### src/rtl/bprs_defs.vh
// Timing and encoding constants for the board power and reset sequencer.
// Assumes a 20 MHz sequencer clock; included by the sequencer sources.
`ifndef BPRS_DEFS_VH
`define BPRS_DEFS_VH
`define BPRS_CLK_HZ        20000000
`define BPRS_WAIT_10MS     10
`define BPRS_WAIT_5MS      5
`define BPRS_WAIT_1MS      1
`define BPRS_CYC_PER_MS    (`BPRS_CLK_HZ / 1000)
`define BPRS_SYNC_W        12
`define BPRS_BOOT_W        16
`define BPRS_BOOT_RST      16'h0000
`endif

### src/rtl/bprs_sequencer.v
// Board power and reset sequencer: rail enables, clock-generator control, processor resets.
// Assumes power-good and lock inputs are asynchronous pins; boot straps are static.
// Notes on behaviour
// RL1 - Hold all 1.8 V outputs toward processor low until unlock step.
// RL2 - Enable 2.5 V rail after aux 3.3 V stable 10 ms.
// RL3 - Enable adjustable core after 5 V and 2.5 V stable 5 ms.
// RL4 - Core controller starts fixed core rail 5 ms after its enable.
// RL5 - Enable 1.8 V I/O rail after fixed core stable 5 ms.
// RL6 - After 1.8 V stable 5 ms unlock outputs, release clockgen power-down.
// RL7 - Enable 1.5 V memory rail 5 ms after clockgen init starts.
// RL8 - Enable termination rail after 1.5 V stable 5 ms.
// RL9 - Release PCIe clock mux power-down when 1.5 V valid.
// RL10 - Enable PCIe clock mux outputs when termination rail valid.
// RL11 - Release warm reset after termination stable and 3 PLLs locked 5 ms.
// RL12 - Drive boot configuration onto general pins during warm reset release.
// RL13 - Release power-on reset 5 ms after warm reset release.
// RL14 - Release full reset 5 ms after power-on reset release.
// RL15 - Stop driving boot configuration 1 ms after full reset release.
// RL16 - On power failure assert full and power-on reset at once.
// RL17 - On power failure lock outputs and power down clockgens at once, then wait 5 ms.
// RL18 - Disable all main rails and PCIe clock mux controls in that same cycle.
// RL19 - System power valid high only while all supervised supplies valid.
// RL20 - Stability intervals counted on clock, restart if power-good drops.
// RL21 - Loss of an already valid power-good triggers power-down in any step from 2.5 V enable to run; adjustable core loss ignored in fixed core step.
`timescale 1ns/1ps
`include "bprs_defs.vh"
module bprs_sequencer #(
    parameter CYC_PER_MS = `BPRS_CYC_PER_MS,
    parameter BOOT_W     = `BPRS_BOOT_W
) (
    input  wire              ref_clk_in,
    input  wire              srst_in,
    input  wire              aux_3v3_supply_pg_in,
    input  wire              payload_12v_input_pg_in,
    input  wire              supply_5v_pg_in,
    input  wire              supply_2v5_pg_in,
    input  wire              adjustable_core_supply_pg_in,
    input  wire              fixed_core_supply_pg_in,
    input  wire              io_1v8_supply_pg_in,
    input  wire              memory_1v5_supply_pg_in,
    input  wire              memory_termination_supply_pg_in,
    input  wire [2:0]        clockgen_pll_lock_in,
    input  wire [BOOT_W-1:0] boot_config_in,
    output reg               supply_2v5_en_out,
    output reg               adjustable_core_supply_en_out,
    output reg               fixed_core_supply_en_out,
    output reg               io_1v8_supply_en_out,
    output reg               memory_1v5_supply_en_out,
    output reg               memory_termination_supply_en_out,
    output reg [2:0]         clockgen_powerdown_n_out,
    output reg               clockgen_init_start_out,
    output reg               pcie_mux_pd_n_out,
    output reg               pcie_mux_oe_n_out,
    output reg               io_unlock_out,
    output reg               proc_warm_reset_n_out,
    output reg               proc_power_on_reset_n_out,
    output reg               proc_full_reset_n_out,
    output reg               proc_misc_unlock_out,
    output reg [BOOT_W-1:0]  boot_gpio_out,
    output reg [BOOT_W-1:0]  boot_gpio_oe_out,
    output reg               system_power_valid_out
);
    localparam NS = `BPRS_SYNC_W;
    localparam [3:0] S_AUX    = 4'h0;
    localparam [3:0] S_2V5    = 4'h1;
    localparam [3:0] S_ACORE  = 4'h2;
    localparam [3:0] S_FCORE  = 4'h3;
    localparam [3:0] S_1V8    = 4'h4;
    localparam [3:0] S_CLKGEN = 4'h5;
    localparam [3:0] S_1V5    = 4'h6;
    localparam [3:0] S_TERM   = 4'h7;
    localparam [3:0] S_WARM   = 4'h8;
    localparam [3:0] S_POR    = 4'h9;
    localparam [3:0] S_FULL   = 4'ha;
    localparam [3:0] S_BOOT   = 4'hb;
    localparam [3:0] S_RUN    = 4'hc;
    localparam [3:0] S_PD_CLK = 4'hd;
    localparam [3:0] S_OFF    = 4'he;
    localparam [3:0] W10 = `BPRS_WAIT_10MS;
    localparam [3:0] W5  = `BPRS_WAIT_5MS;
    localparam [3:0] W1  = `BPRS_WAIT_1MS;

    // Three-stage synchronisers for all supervision pins
    wire [NS-1:0] raw_w;
    reg  [NS-1:0] s1_r;
    reg  [NS-1:0] s2_r;
    reg  [NS-1:0] s3_r;
    reg  [NS-1:0] pg_r;
    assign raw_w = {clockgen_pll_lock_in, memory_termination_supply_pg_in, memory_1v5_supply_pg_in,
                    io_1v8_supply_pg_in, fixed_core_supply_pg_in, adjustable_core_supply_pg_in,
                    supply_2v5_pg_in, supply_5v_pg_in, payload_12v_input_pg_in, aux_3v3_supply_pg_in};

    genvar gi;
    generate
        for (gi = 0; gi < NS; gi = gi + 1) begin : g_sync
            always @(posedge ref_clk_in) begin
                if (srst_in) begin
                    s1_r[gi] <= 1'b0;
                    s2_r[gi] <= 1'b0;
                    s3_r[gi] <= 1'b0;
                    pg_r[gi] <= 1'b0;
                end else begin
                    s1_r[gi] <= raw_w[gi];
                    s2_r[gi] <= s1_r[gi];
                    s3_r[gi] <= s2_r[gi];
                    if (s2_r[gi] == s3_r[gi]) begin
                        pg_r[gi] <= s3_r[gi];
                    end
                end
            end
        end
    endgenerate

    wire pg_aux  = pg_r[0];
    wire pg_12v  = pg_r[1];
    wire pg_5v   = pg_r[2];
    wire pg_2v5  = pg_r[3];
    wire pg_acor = pg_r[4];
    wire pg_fcor = pg_r[5];
    wire pg_1v8  = pg_r[6];
    wire pg_1v5  = pg_r[7];
    wire pg_term = pg_r[8];
    wire pll_all = &pg_r[11:9];

    // Millisecond enable
    reg [31:0] div_r;
    reg        ms_tick_r;
    always @(posedge ref_clk_in) begin
        if (srst_in) begin
            div_r     <= 32'h0000_0000;
            ms_tick_r <= 1'b0;
        end else if (div_r >= CYC_PER_MS - 1) begin
            div_r     <= 32'h0000_0000;
            ms_tick_r <= 1'b1;
        end else begin
            div_r     <= div_r + 32'h0000_0001;
            ms_tick_r <= 1'b0;
        end
    end

    reg  [3:0] state_r;
    reg  [3:0] state_nxt;
    reg        tmr_run;
    reg  [3:0] tmr_tgt;
    wire       tmr_done;
    reg        st_new_r;

    bprs_timer #(
        .W(4)
    ) u_timer (
        .ref_clk_in (ref_clk_in),
        .srst_in    (srst_in),
        .run_in     (tmr_run),
        .ms_tick_in (ms_tick_r),
        .target_in  (tmr_tgt),
        .done_out   (tmr_done)
    );

    // Power-good set expected valid by the current step
    reg expect_ok;
    always @* begin
        expect_ok = 1'b1;
        if (state_r >= S_2V5 && state_r <= S_RUN) begin
            expect_ok = pg_aux & pg_12v & pg_5v;
        end
        if (state_r >= S_ACORE && state_r <= S_RUN) begin
            expect_ok = expect_ok & pg_2v5;
        end
        if (state_r >= S_1V8 && state_r <= S_RUN) begin
            expect_ok = expect_ok & pg_acor & pg_fcor;
        end
        if (state_r >= S_CLKGEN && state_r <= S_RUN) begin
            expect_ok = expect_ok & pg_1v8;
        end
        if (state_r >= S_TERM && state_r <= S_RUN) begin
            expect_ok = expect_ok & pg_1v5;
        end
        if (state_r >= S_WARM && state_r <= S_RUN) begin
            expect_ok = expect_ok & pg_term;
        end
    end

    // RL21 failure detect
    wire fail_w = (state_r >= S_2V5) && (state_r <= S_RUN) && !expect_ok;

    // RL20 stability timers
    always @* begin
        tmr_run = 1'b0;
        tmr_tgt = W5;
        case (state_r)
            S_AUX: begin
                tmr_run = pg_aux & pg_12v;
                tmr_tgt = W10;
            end
            S_2V5:    tmr_run = pg_5v & pg_2v5;
            S_ACORE:  tmr_run = pg_acor;
            S_FCORE:  tmr_run = pg_fcor;
            S_1V8:    tmr_run = pg_1v8;
            S_CLKGEN: tmr_run = !st_new_r;
            S_1V5:    tmr_run = pg_1v5;
            S_TERM:   tmr_run = pg_term & pll_all;
            S_WARM:   tmr_run = !st_new_r;
            S_POR:    tmr_run = !st_new_r;
            S_FULL: begin
                tmr_run = !st_new_r;
                tmr_tgt = W1;
            end
            S_PD_CLK: tmr_run = !st_new_r;
            default:  tmr_run = 1'b0;
        endcase
        // Timer cleared on entry so a stale done cannot chain steps
        if (st_new_r) begin
            tmr_run = 1'b0;
        end
    end

    always @* begin
        state_nxt = state_r;
        case (state_r)
            S_AUX:    if (tmr_done) state_nxt = S_2V5;
            S_2V5:    if (tmr_done) state_nxt = S_ACORE;
            S_ACORE:  if (tmr_done) state_nxt = S_FCORE;
            S_FCORE:  if (tmr_done) state_nxt = S_1V8;
            S_1V8:    if (tmr_done) state_nxt = S_CLKGEN;
            S_CLKGEN: if (tmr_done) state_nxt = S_1V5;
            S_1V5:    if (tmr_done) state_nxt = S_TERM;
            S_TERM:   if (tmr_done) state_nxt = S_WARM;
            S_WARM:   if (tmr_done) state_nxt = S_POR;
            S_POR:    if (tmr_done) state_nxt = S_FULL;
            S_FULL:   if (tmr_done) state_nxt = S_BOOT;
            S_BOOT:   state_nxt = S_RUN;
            S_RUN:    state_nxt = S_RUN;
            S_PD_CLK: if (tmr_done) state_nxt = S_OFF;
            S_OFF:    if (pg_aux && pg_12v && !pg_2v5) state_nxt = S_AUX;
            default:  state_nxt = S_OFF;
        endcase
        // Done of the previous step still stands in the first cycle
        if (st_new_r) begin
            state_nxt = state_r;
        end
        if (fail_w) begin
            state_nxt = S_PD_CLK;
        end
    end

    wire up_w = (state_nxt <= S_RUN);

    always @(posedge ref_clk_in) begin
        if (srst_in) begin
            state_r                          <= S_AUX;
            st_new_r                         <= 1'b1;
            supply_2v5_en_out                <= 1'b0;
            adjustable_core_supply_en_out    <= 1'b0;
            fixed_core_supply_en_out         <= 1'b0;
            io_1v8_supply_en_out             <= 1'b0;
            memory_1v5_supply_en_out         <= 1'b0;
            memory_termination_supply_en_out <= 1'b0;
            clockgen_powerdown_n_out         <= 3'h0;
            clockgen_init_start_out          <= 1'b0;
            pcie_mux_pd_n_out                <= 1'b0;
            pcie_mux_oe_n_out                <= 1'b1;
            io_unlock_out                    <= 1'b0;
            proc_warm_reset_n_out            <= 1'b0;
            proc_power_on_reset_n_out        <= 1'b0;
            proc_full_reset_n_out            <= 1'b0;
            proc_misc_unlock_out             <= 1'b0;
            boot_gpio_out                    <= `BPRS_BOOT_RST;
            boot_gpio_oe_out                 <= {BOOT_W{1'b0}};
            system_power_valid_out           <= 1'b0;
        end else begin
            state_r  <= state_nxt;
            st_new_r <= (state_nxt != state_r);
            // RL2 2v5 enable
            supply_2v5_en_out             <= up_w && state_nxt >= S_2V5;
            // RL3 adjustable core
            adjustable_core_supply_en_out <= up_w && state_nxt >= S_ACORE;
            // RL4 fixed core enable, controller delays start
            fixed_core_supply_en_out      <= up_w && state_nxt >= S_ACORE;
            // RL5 1v8 enable
            io_1v8_supply_en_out          <= up_w && state_nxt >= S_1V8;
            // RL1 RL6 RL17 unlock and clockgen power
            io_unlock_out                 <= up_w && state_nxt >= S_CLKGEN;
            clockgen_powerdown_n_out      <= {3{up_w && state_nxt >= S_CLKGEN}};
            clockgen_init_start_out       <= (state_nxt == S_CLKGEN) && (state_r != S_CLKGEN);
            // RL7 1v5 enable
            memory_1v5_supply_en_out      <= up_w && state_nxt >= S_1V5;
            // RL8 termination enable
            memory_termination_supply_en_out <= up_w && state_nxt >= S_TERM;
            // RL9 RL10 RL18 PCIe mux control
            pcie_mux_pd_n_out             <= up_w && state_nxt >= S_1V5 && pg_1v5;
            pcie_mux_oe_n_out             <= !(up_w && state_nxt >= S_TERM && pg_term);
            // RL11 warm reset release
            proc_warm_reset_n_out         <= up_w && state_nxt >= S_WARM;
            proc_misc_unlock_out          <= up_w && state_nxt >= S_WARM;
            // RL13 RL16 power-on reset
            proc_power_on_reset_n_out     <= up_w && state_nxt >= S_POR;
            // RL14 RL16 full reset
            proc_full_reset_n_out         <= up_w && state_nxt >= S_FULL;
            // RL12 RL15 boot config drive
            boot_gpio_out                 <= boot_config_in;
            boot_gpio_oe_out              <= {BOOT_W{up_w && state_nxt >= S_WARM && state_nxt <= S_FULL}};
            // RL19 system power valid
            system_power_valid_out        <= (state_r >= S_WARM) && (state_r <= S_RUN) && expect_ok &&
                                             pg_term && up_w;
        end
    end
endmodule

### src/rtl/bprs_timer.v
// Millisecond timer for the sequencer: counts whole milliseconds while run is high.
// Assumes a one-cycle ms_tick enable from the main module's divider.
`timescale 1ns/1ps
module bprs_timer #(
    parameter W = 4
) (
    input  wire         ref_clk_in,
    input  wire         srst_in,
    input  wire         run_in,
    input  wire         ms_tick_in,
    input  wire [W-1:0] target_in,
    output reg          done_out
);
    reg [W-1:0] cnt_r;

    // RL20 restart on drop
    always @(posedge ref_clk_in) begin
        if (srst_in || !run_in) begin
            cnt_r    <= {W{1'b0}};
            done_out <= 1'b0;
        end else if (ms_tick_in && !done_out) begin
            // First tick may be partial, so target plus one ticks
            if (cnt_r >= target_in) begin
                done_out <= 1'b1;
            end
            cnt_r <= cnt_r + 1'b1;
        end
    end
endmodule

### config.mk
export PLATFORM = sky130hd
export DESIGN_NAME = bprs_sequencer
export DESIGN_NICKNAME = d
export VERILOG_FILES = /design/src/rtl/bprs_sequencer.v /design/src/rtl/bprs_timer.v
export VERILOG_INCLUDE_DIRS = /design/src /design/src/rtl
export SDC_FILE = /design/constraint.sdc
export NUM_CORES = 1
export LEC_CHECK = 0
export BUFFER_PORTS_ARGS = -buffer_cell sky130_fd_sc_hd__buf_2
export CAP_MARGIN = 30
export CORE_ASPECT_RATIO = 1.4
export CORE_MARGIN = 5
export CORE_UTILIZATION = 35
export CTS_BUF_LIST = sky130_fd_sc_hd__clkbuf_8
export DETAILED_ROUTE_END_ITERATION = 16
export PLACE_DENSITY = 0.62
export SKIP_CTS_REPAIR_TIMING = 1
export SLEW_MARGIN = 40
export SYNTH_ARGS = -nofsm -noshare
export SYNTH_HDL_FRONTEND = slang
export SYNTH_SLANG_ARGS = --single-unit
### constraint.sdc
create_clock -name ref_clk_in -period 2.5 [get_ports ref_clk_in]
set_input_delay 0.25 -clock ref_clk_in [delete_from_list [all_inputs] [get_ports ref_clk_in]]
set_output_delay 0.25 -clock ref_clk_in [all_outputs]
set_load 0.02 [all_outputs]
==> reports/summary.md <==
The logs give 0.432 for the fraction of power consumed by the clock network and 0 for the final antenna-violating net count. In this run, synthesis inferred 0 flip-flops with an integrated enable. For the final database, setup skew stands at 10.6 ps. The number of global-route vias before repair came out at 3161. The H-tree generated during clock tree synthesis spans 4 levels. Number of input and output port buffers inserted: 79.

Registers take 0.00242 mm^2. The number of distinct library cell variants in the gate-level netlist after synthesis is 59. For the pin with the worst max-slew slack, the measured transition is 540 ps. For the max capacitance violation total, the log shows 0.

At the worst endpoint, the required time is 2790 ps. Summed over all layers, the routed wires come to 8460 um. The run gives 0.073 as the combinational share of power.

Portion of total power attributed to sequential cells: 0.495. Leaving out fill and tap cells, the most frequent cells in the layout are sky130_fd_sc_hd__dfxtp_1 (121), sky130_fd_sc_hd__buf_2 (79), sky130_fd_sc_hd__nor2b_1 (56). The tools report the number of remaining DRC errors as 0. The number of warning messages in the yosys log is 0, and the number of antenna violations at the first check in global routing is 0. In this run the horizontal extent of the chip is 106 um. Entering global routing, the biggest net connects 33 pins. The clock net in this run drives a total of 121 sinks. After synthesis the cells add up to 0.00447 mm^2. The row count is 49, and the highest attainable clock frequency is 0.442 GHz.

The library cell used most frequently in the layout, excluding fill and tap cells, is sky130_fd_sc_hd__dfxtp_1. Power density over cell area: 764 mW/mm^2. The ratio of final minimum period to clock period is 0.905, and the number of standard cells in the layout, taps in and fillers out is 707. The path with the worst hold slack has its endpoint at s1_r[9]$_SDFF_PP0_. The initial cell density of the core is 0.352, and the total clock buffers created by CTS is 17. The core region is 0.0127 mm^2. The maximum ir drop on the vdd rail came out at 0.481 mV.

Detailed placement finished with a half-perimeter wire length of 6060 um. Hold path depth: 2. The tightest min-delay check is of the in2reg type. The all-layer global routing usage is 0.114, and the fraction of final layout cells sized beyond drive strength 1 is 0.238. Count of state elements after synthesis: 121. Setup repair after global routing left no endpoint under its margin. In this run the power spent charging and discharging nets is 0.000983 W. The run gives 0.542 as the post-synthesis sequential area ratio. The congestion estimate from routability-driven global placement came to 0.842. Data arrives at the worst endpoint at 2560 ps. After routing, the total negative slack on setup checks comes to 0 ps. The run finished with clean final reports. After clock tree synthesis, the clock-pin slew on the worst setup and hold paths is 80 ps.

The switching fraction of total power was 0.241; the fraction of registers with async set/reset was 0. Insertion delay of the later-clocked pin in the worst-skew pair: 410 ps. The detailed-route wire length per cell was 12.0 um; the count of final hold-check violations was 0. The remaining max-slew budget at the tightest pin was 0.640. The tools report the count of placed standard cells including taps as 675. The cell-internal power was 0.00310 W; the depth of the worst register-to-register path was 6. The average cell area after synthesis works out to 9.72 um^2. The clock tree root buffer cell is sky130_fd_sc_hd__clkbuf_8. The post-route core utilization was 0.422. The maximum fanout encountered on the critical timing path was 9; the total area of multi-input combinational cells was 0.00183 mm^2. Setup violations remaining at the end of the flow were counted as 0. For the count of pins over their slew limit, the log shows 0. The floorplan step defined a die boundary enclosing 0.0152 mm^2. The most used flip-flop cell after synthesis is sky130_fd_sc_hd__dfxtp_1.

In this run the static leakage power is 2.18 nW. For the finished layout, the period the worst path requires is 2260 ps. The startpoint class of the critical path was a flop. STA classifies the critical path endpoint as a flop. In this run the count of I/O pins placed on the die edge is 80. Dividing the detail-routed via count by the number of cells gives 4.60. TritonCTS built the clock tree. The number of fillers in the final layout was 1234. In this run the deepest clock path goes through 2 buffers.

The critical path is of the reg2reg type. Across all register-to-register paths, the minimum setup slack is 240 ps. The number of design-rule violations left by the first detailed-router iteration is 162.

The floorplan die height works out to 144 um. The tools report the worst flop-to-flop path startpoint as state_r[0]$_SDFF_PP0_. For this run the aggregate overflow at the end of global routing stands at 0.

The first global-routing pass estimated 14000 um of wire. The startpoint identified for the worst hold timing path is clockgen_pll_lock_in[0]. The worst register-to-register path ends at st_new_r$_SDFF_PP1_.

The via count was 3254; the area growth from synthesis to final layout was 19.6%. The number of antenna diodes in the final layout is 0. The first detailed-routing pass ran for 4 iterations.

Counting every instance in the synthesized netlist gives 460. For the final net count, the log shows 577.
kinds of logic after synthesis:
group | Yosys count | share of synthesized area
muxes | 4 | 0.0123
buffers and inverters | 49 | 0.0618
adders and majority gates | 6 | 0.0168
AOI/OAI and AO/OA | 81 | 0.115
and+or+nand+nor | 180 | 0.216
DFF | 121 | 0.542
xor gates and xnor gates | 18 | 0.0353
other | 1 | 0.000839
flip-flops by register name, indices dropped and copies added (netlist names), 3 cells and up:
name and flops:
boot_gpio_out 16, div_r 32, pg_r 3, s1_r 12, s2_r 12, s3_r 12
state_r 4, u_timer.cnt_r 4
area by class of cell:
cell class	instances	area share
Tap cell	153	0.0358
Clock inverter	15	0.0330
Inverter	6	0.00421
Multi-Input combinational cell	306	0.343
Timing Repair Buffer	89	0.0879
Clock buffer	17	0.0437
Sequential cell	121	0.453
per-stage QoR:
| stage | cell area [um^2] | hold WS [ps] | setup slack, ps | power [W] |
|---|---|---|---|---|
| 6_report | 5350 | 44.3 | 237 | 0.00409 |
| 5_1_grt | 5350 | 13.3 | 113 | 0.00428 |
| 4_1_cts | 5350 | 17.4 | 240 | 0.00415 |
| 3_5_place_dp | 4940 | 423 | 256 | 0.00237 |
| 3_3_place_gp | 4940 | 416 | 262 | 0.00236 |
| 2_1_floorplan | 4530 | 378 | 19.4 | 0.00229 |
critical path, cell delays in order, from the launching register on:
cell	delay, ps
sky130_fd_sc_hd__dfxtp_1	400
sky130_fd_sc_hd__or4_4	590
sky130_fd_sc_hd__a222oi_1	330
sky130_fd_sc_hd__a31oi_1	220
sky130_fd_sc_hd__a21o_1	330
sky130_fd_sc_hd__o22ai_1	170
sky130_fd_sc_hd__nand4b_1	100
power by group through the flow:
stage	Sequential (W)	Clock, W	Combinational (W)
floorplan	0.00209	0	0.000206
global placement	0.00207	0	0.000296
detailed placement	0.00207	0	0.000298
CTS	0.00202	0.00183	0.000299
global route	0.00203	0.00192	0.000327
finish	0.00202	0.00176	0.000297
cell usage after synthesis, types with 4 or more instances:
cell	number	share of area
sky130_fd_sc_hd__nor3_1	8	0.0090
sky130_fd_sc_hd__xnor2_1	8	0.016
sky130_fd_sc_hd__buf_4	20	0.034
sky130_fd_sc_hd__o21ai_0	17	0.019
sky130_fd_sc_hd__o211ai_1	4	0.0067
sky130_fd_sc_hd__nand2_1	28	0.024
sky130_fd_sc_hd__inv_1	6	0.0050
sky130_fd_sc_hd__nor2_1	39	0.033
sky130_fd_sc_hd__nand3_1	12	0.013
sky130_fd_sc_hd__nand3b_1	4	0.0067
sky130_fd_sc_hd__and2_1	5	0.0070
sky130_fd_sc_hd__ha_1	6	0.017
sky130_fd_sc_hd__nor2b_1	56	0.078
sky130_fd_sc_hd__nand4_1	5	0.0070
sky130_fd_sc_hd__dfxtp_1	121	0.54
sky130_fd_sc_hd__xor2_1	10	0.020
sky130_fd_sc_hd__nor4_1	6	0.0084
sky130_fd_sc_hd__a21o_1	5	0.0084
sky130_fd_sc_hd__clkbuf_1	16	0.013
sky130_fd_sc_hd__a21oi_1	29	0.032
how the worst max path moves through the flow:
stage                     slack [ps]                                 end                   from  cells after the start
after global routing             110  clockgen_init_start_out$_SDFF_PP0_  state_r[0]$_SDFF_PP0_                      5
after detailed placement         260                 st_new_r$_SDFF_PP1_  state_r[0]$_SDFF_PP0_                      6
final                            240                 st_new_r$_SDFF_PP1_  state_r[0]$_SDFF_PP0_                      6
after CTS                        240                 st_new_r$_SDFF_PP1_  state_r[0]$_SDFF_PP0_                      6
after global placement           260                 st_new_r$_SDFF_PP1_  state_r[0]$_SDFF_PP0_                      6
after floorplan                   20       u_timer.done_out$_SDFFE_PP0P_  state_r[1]$_SDFF_PP0_                     11
routing by layer:
layer | track usage | part of all wire | vias up
met5 | 0 | 0 | -
met4 | 0.0553 | 0.014 | 0
met3 | 0.0364 | 0.045 | 10
met2 | 0.204 | 0.54 | 68
met1 | 0.120 | 0.40 | 1489
li1 | - | - | 1687
Note: power is estimated with default switching activity, not from simulation.
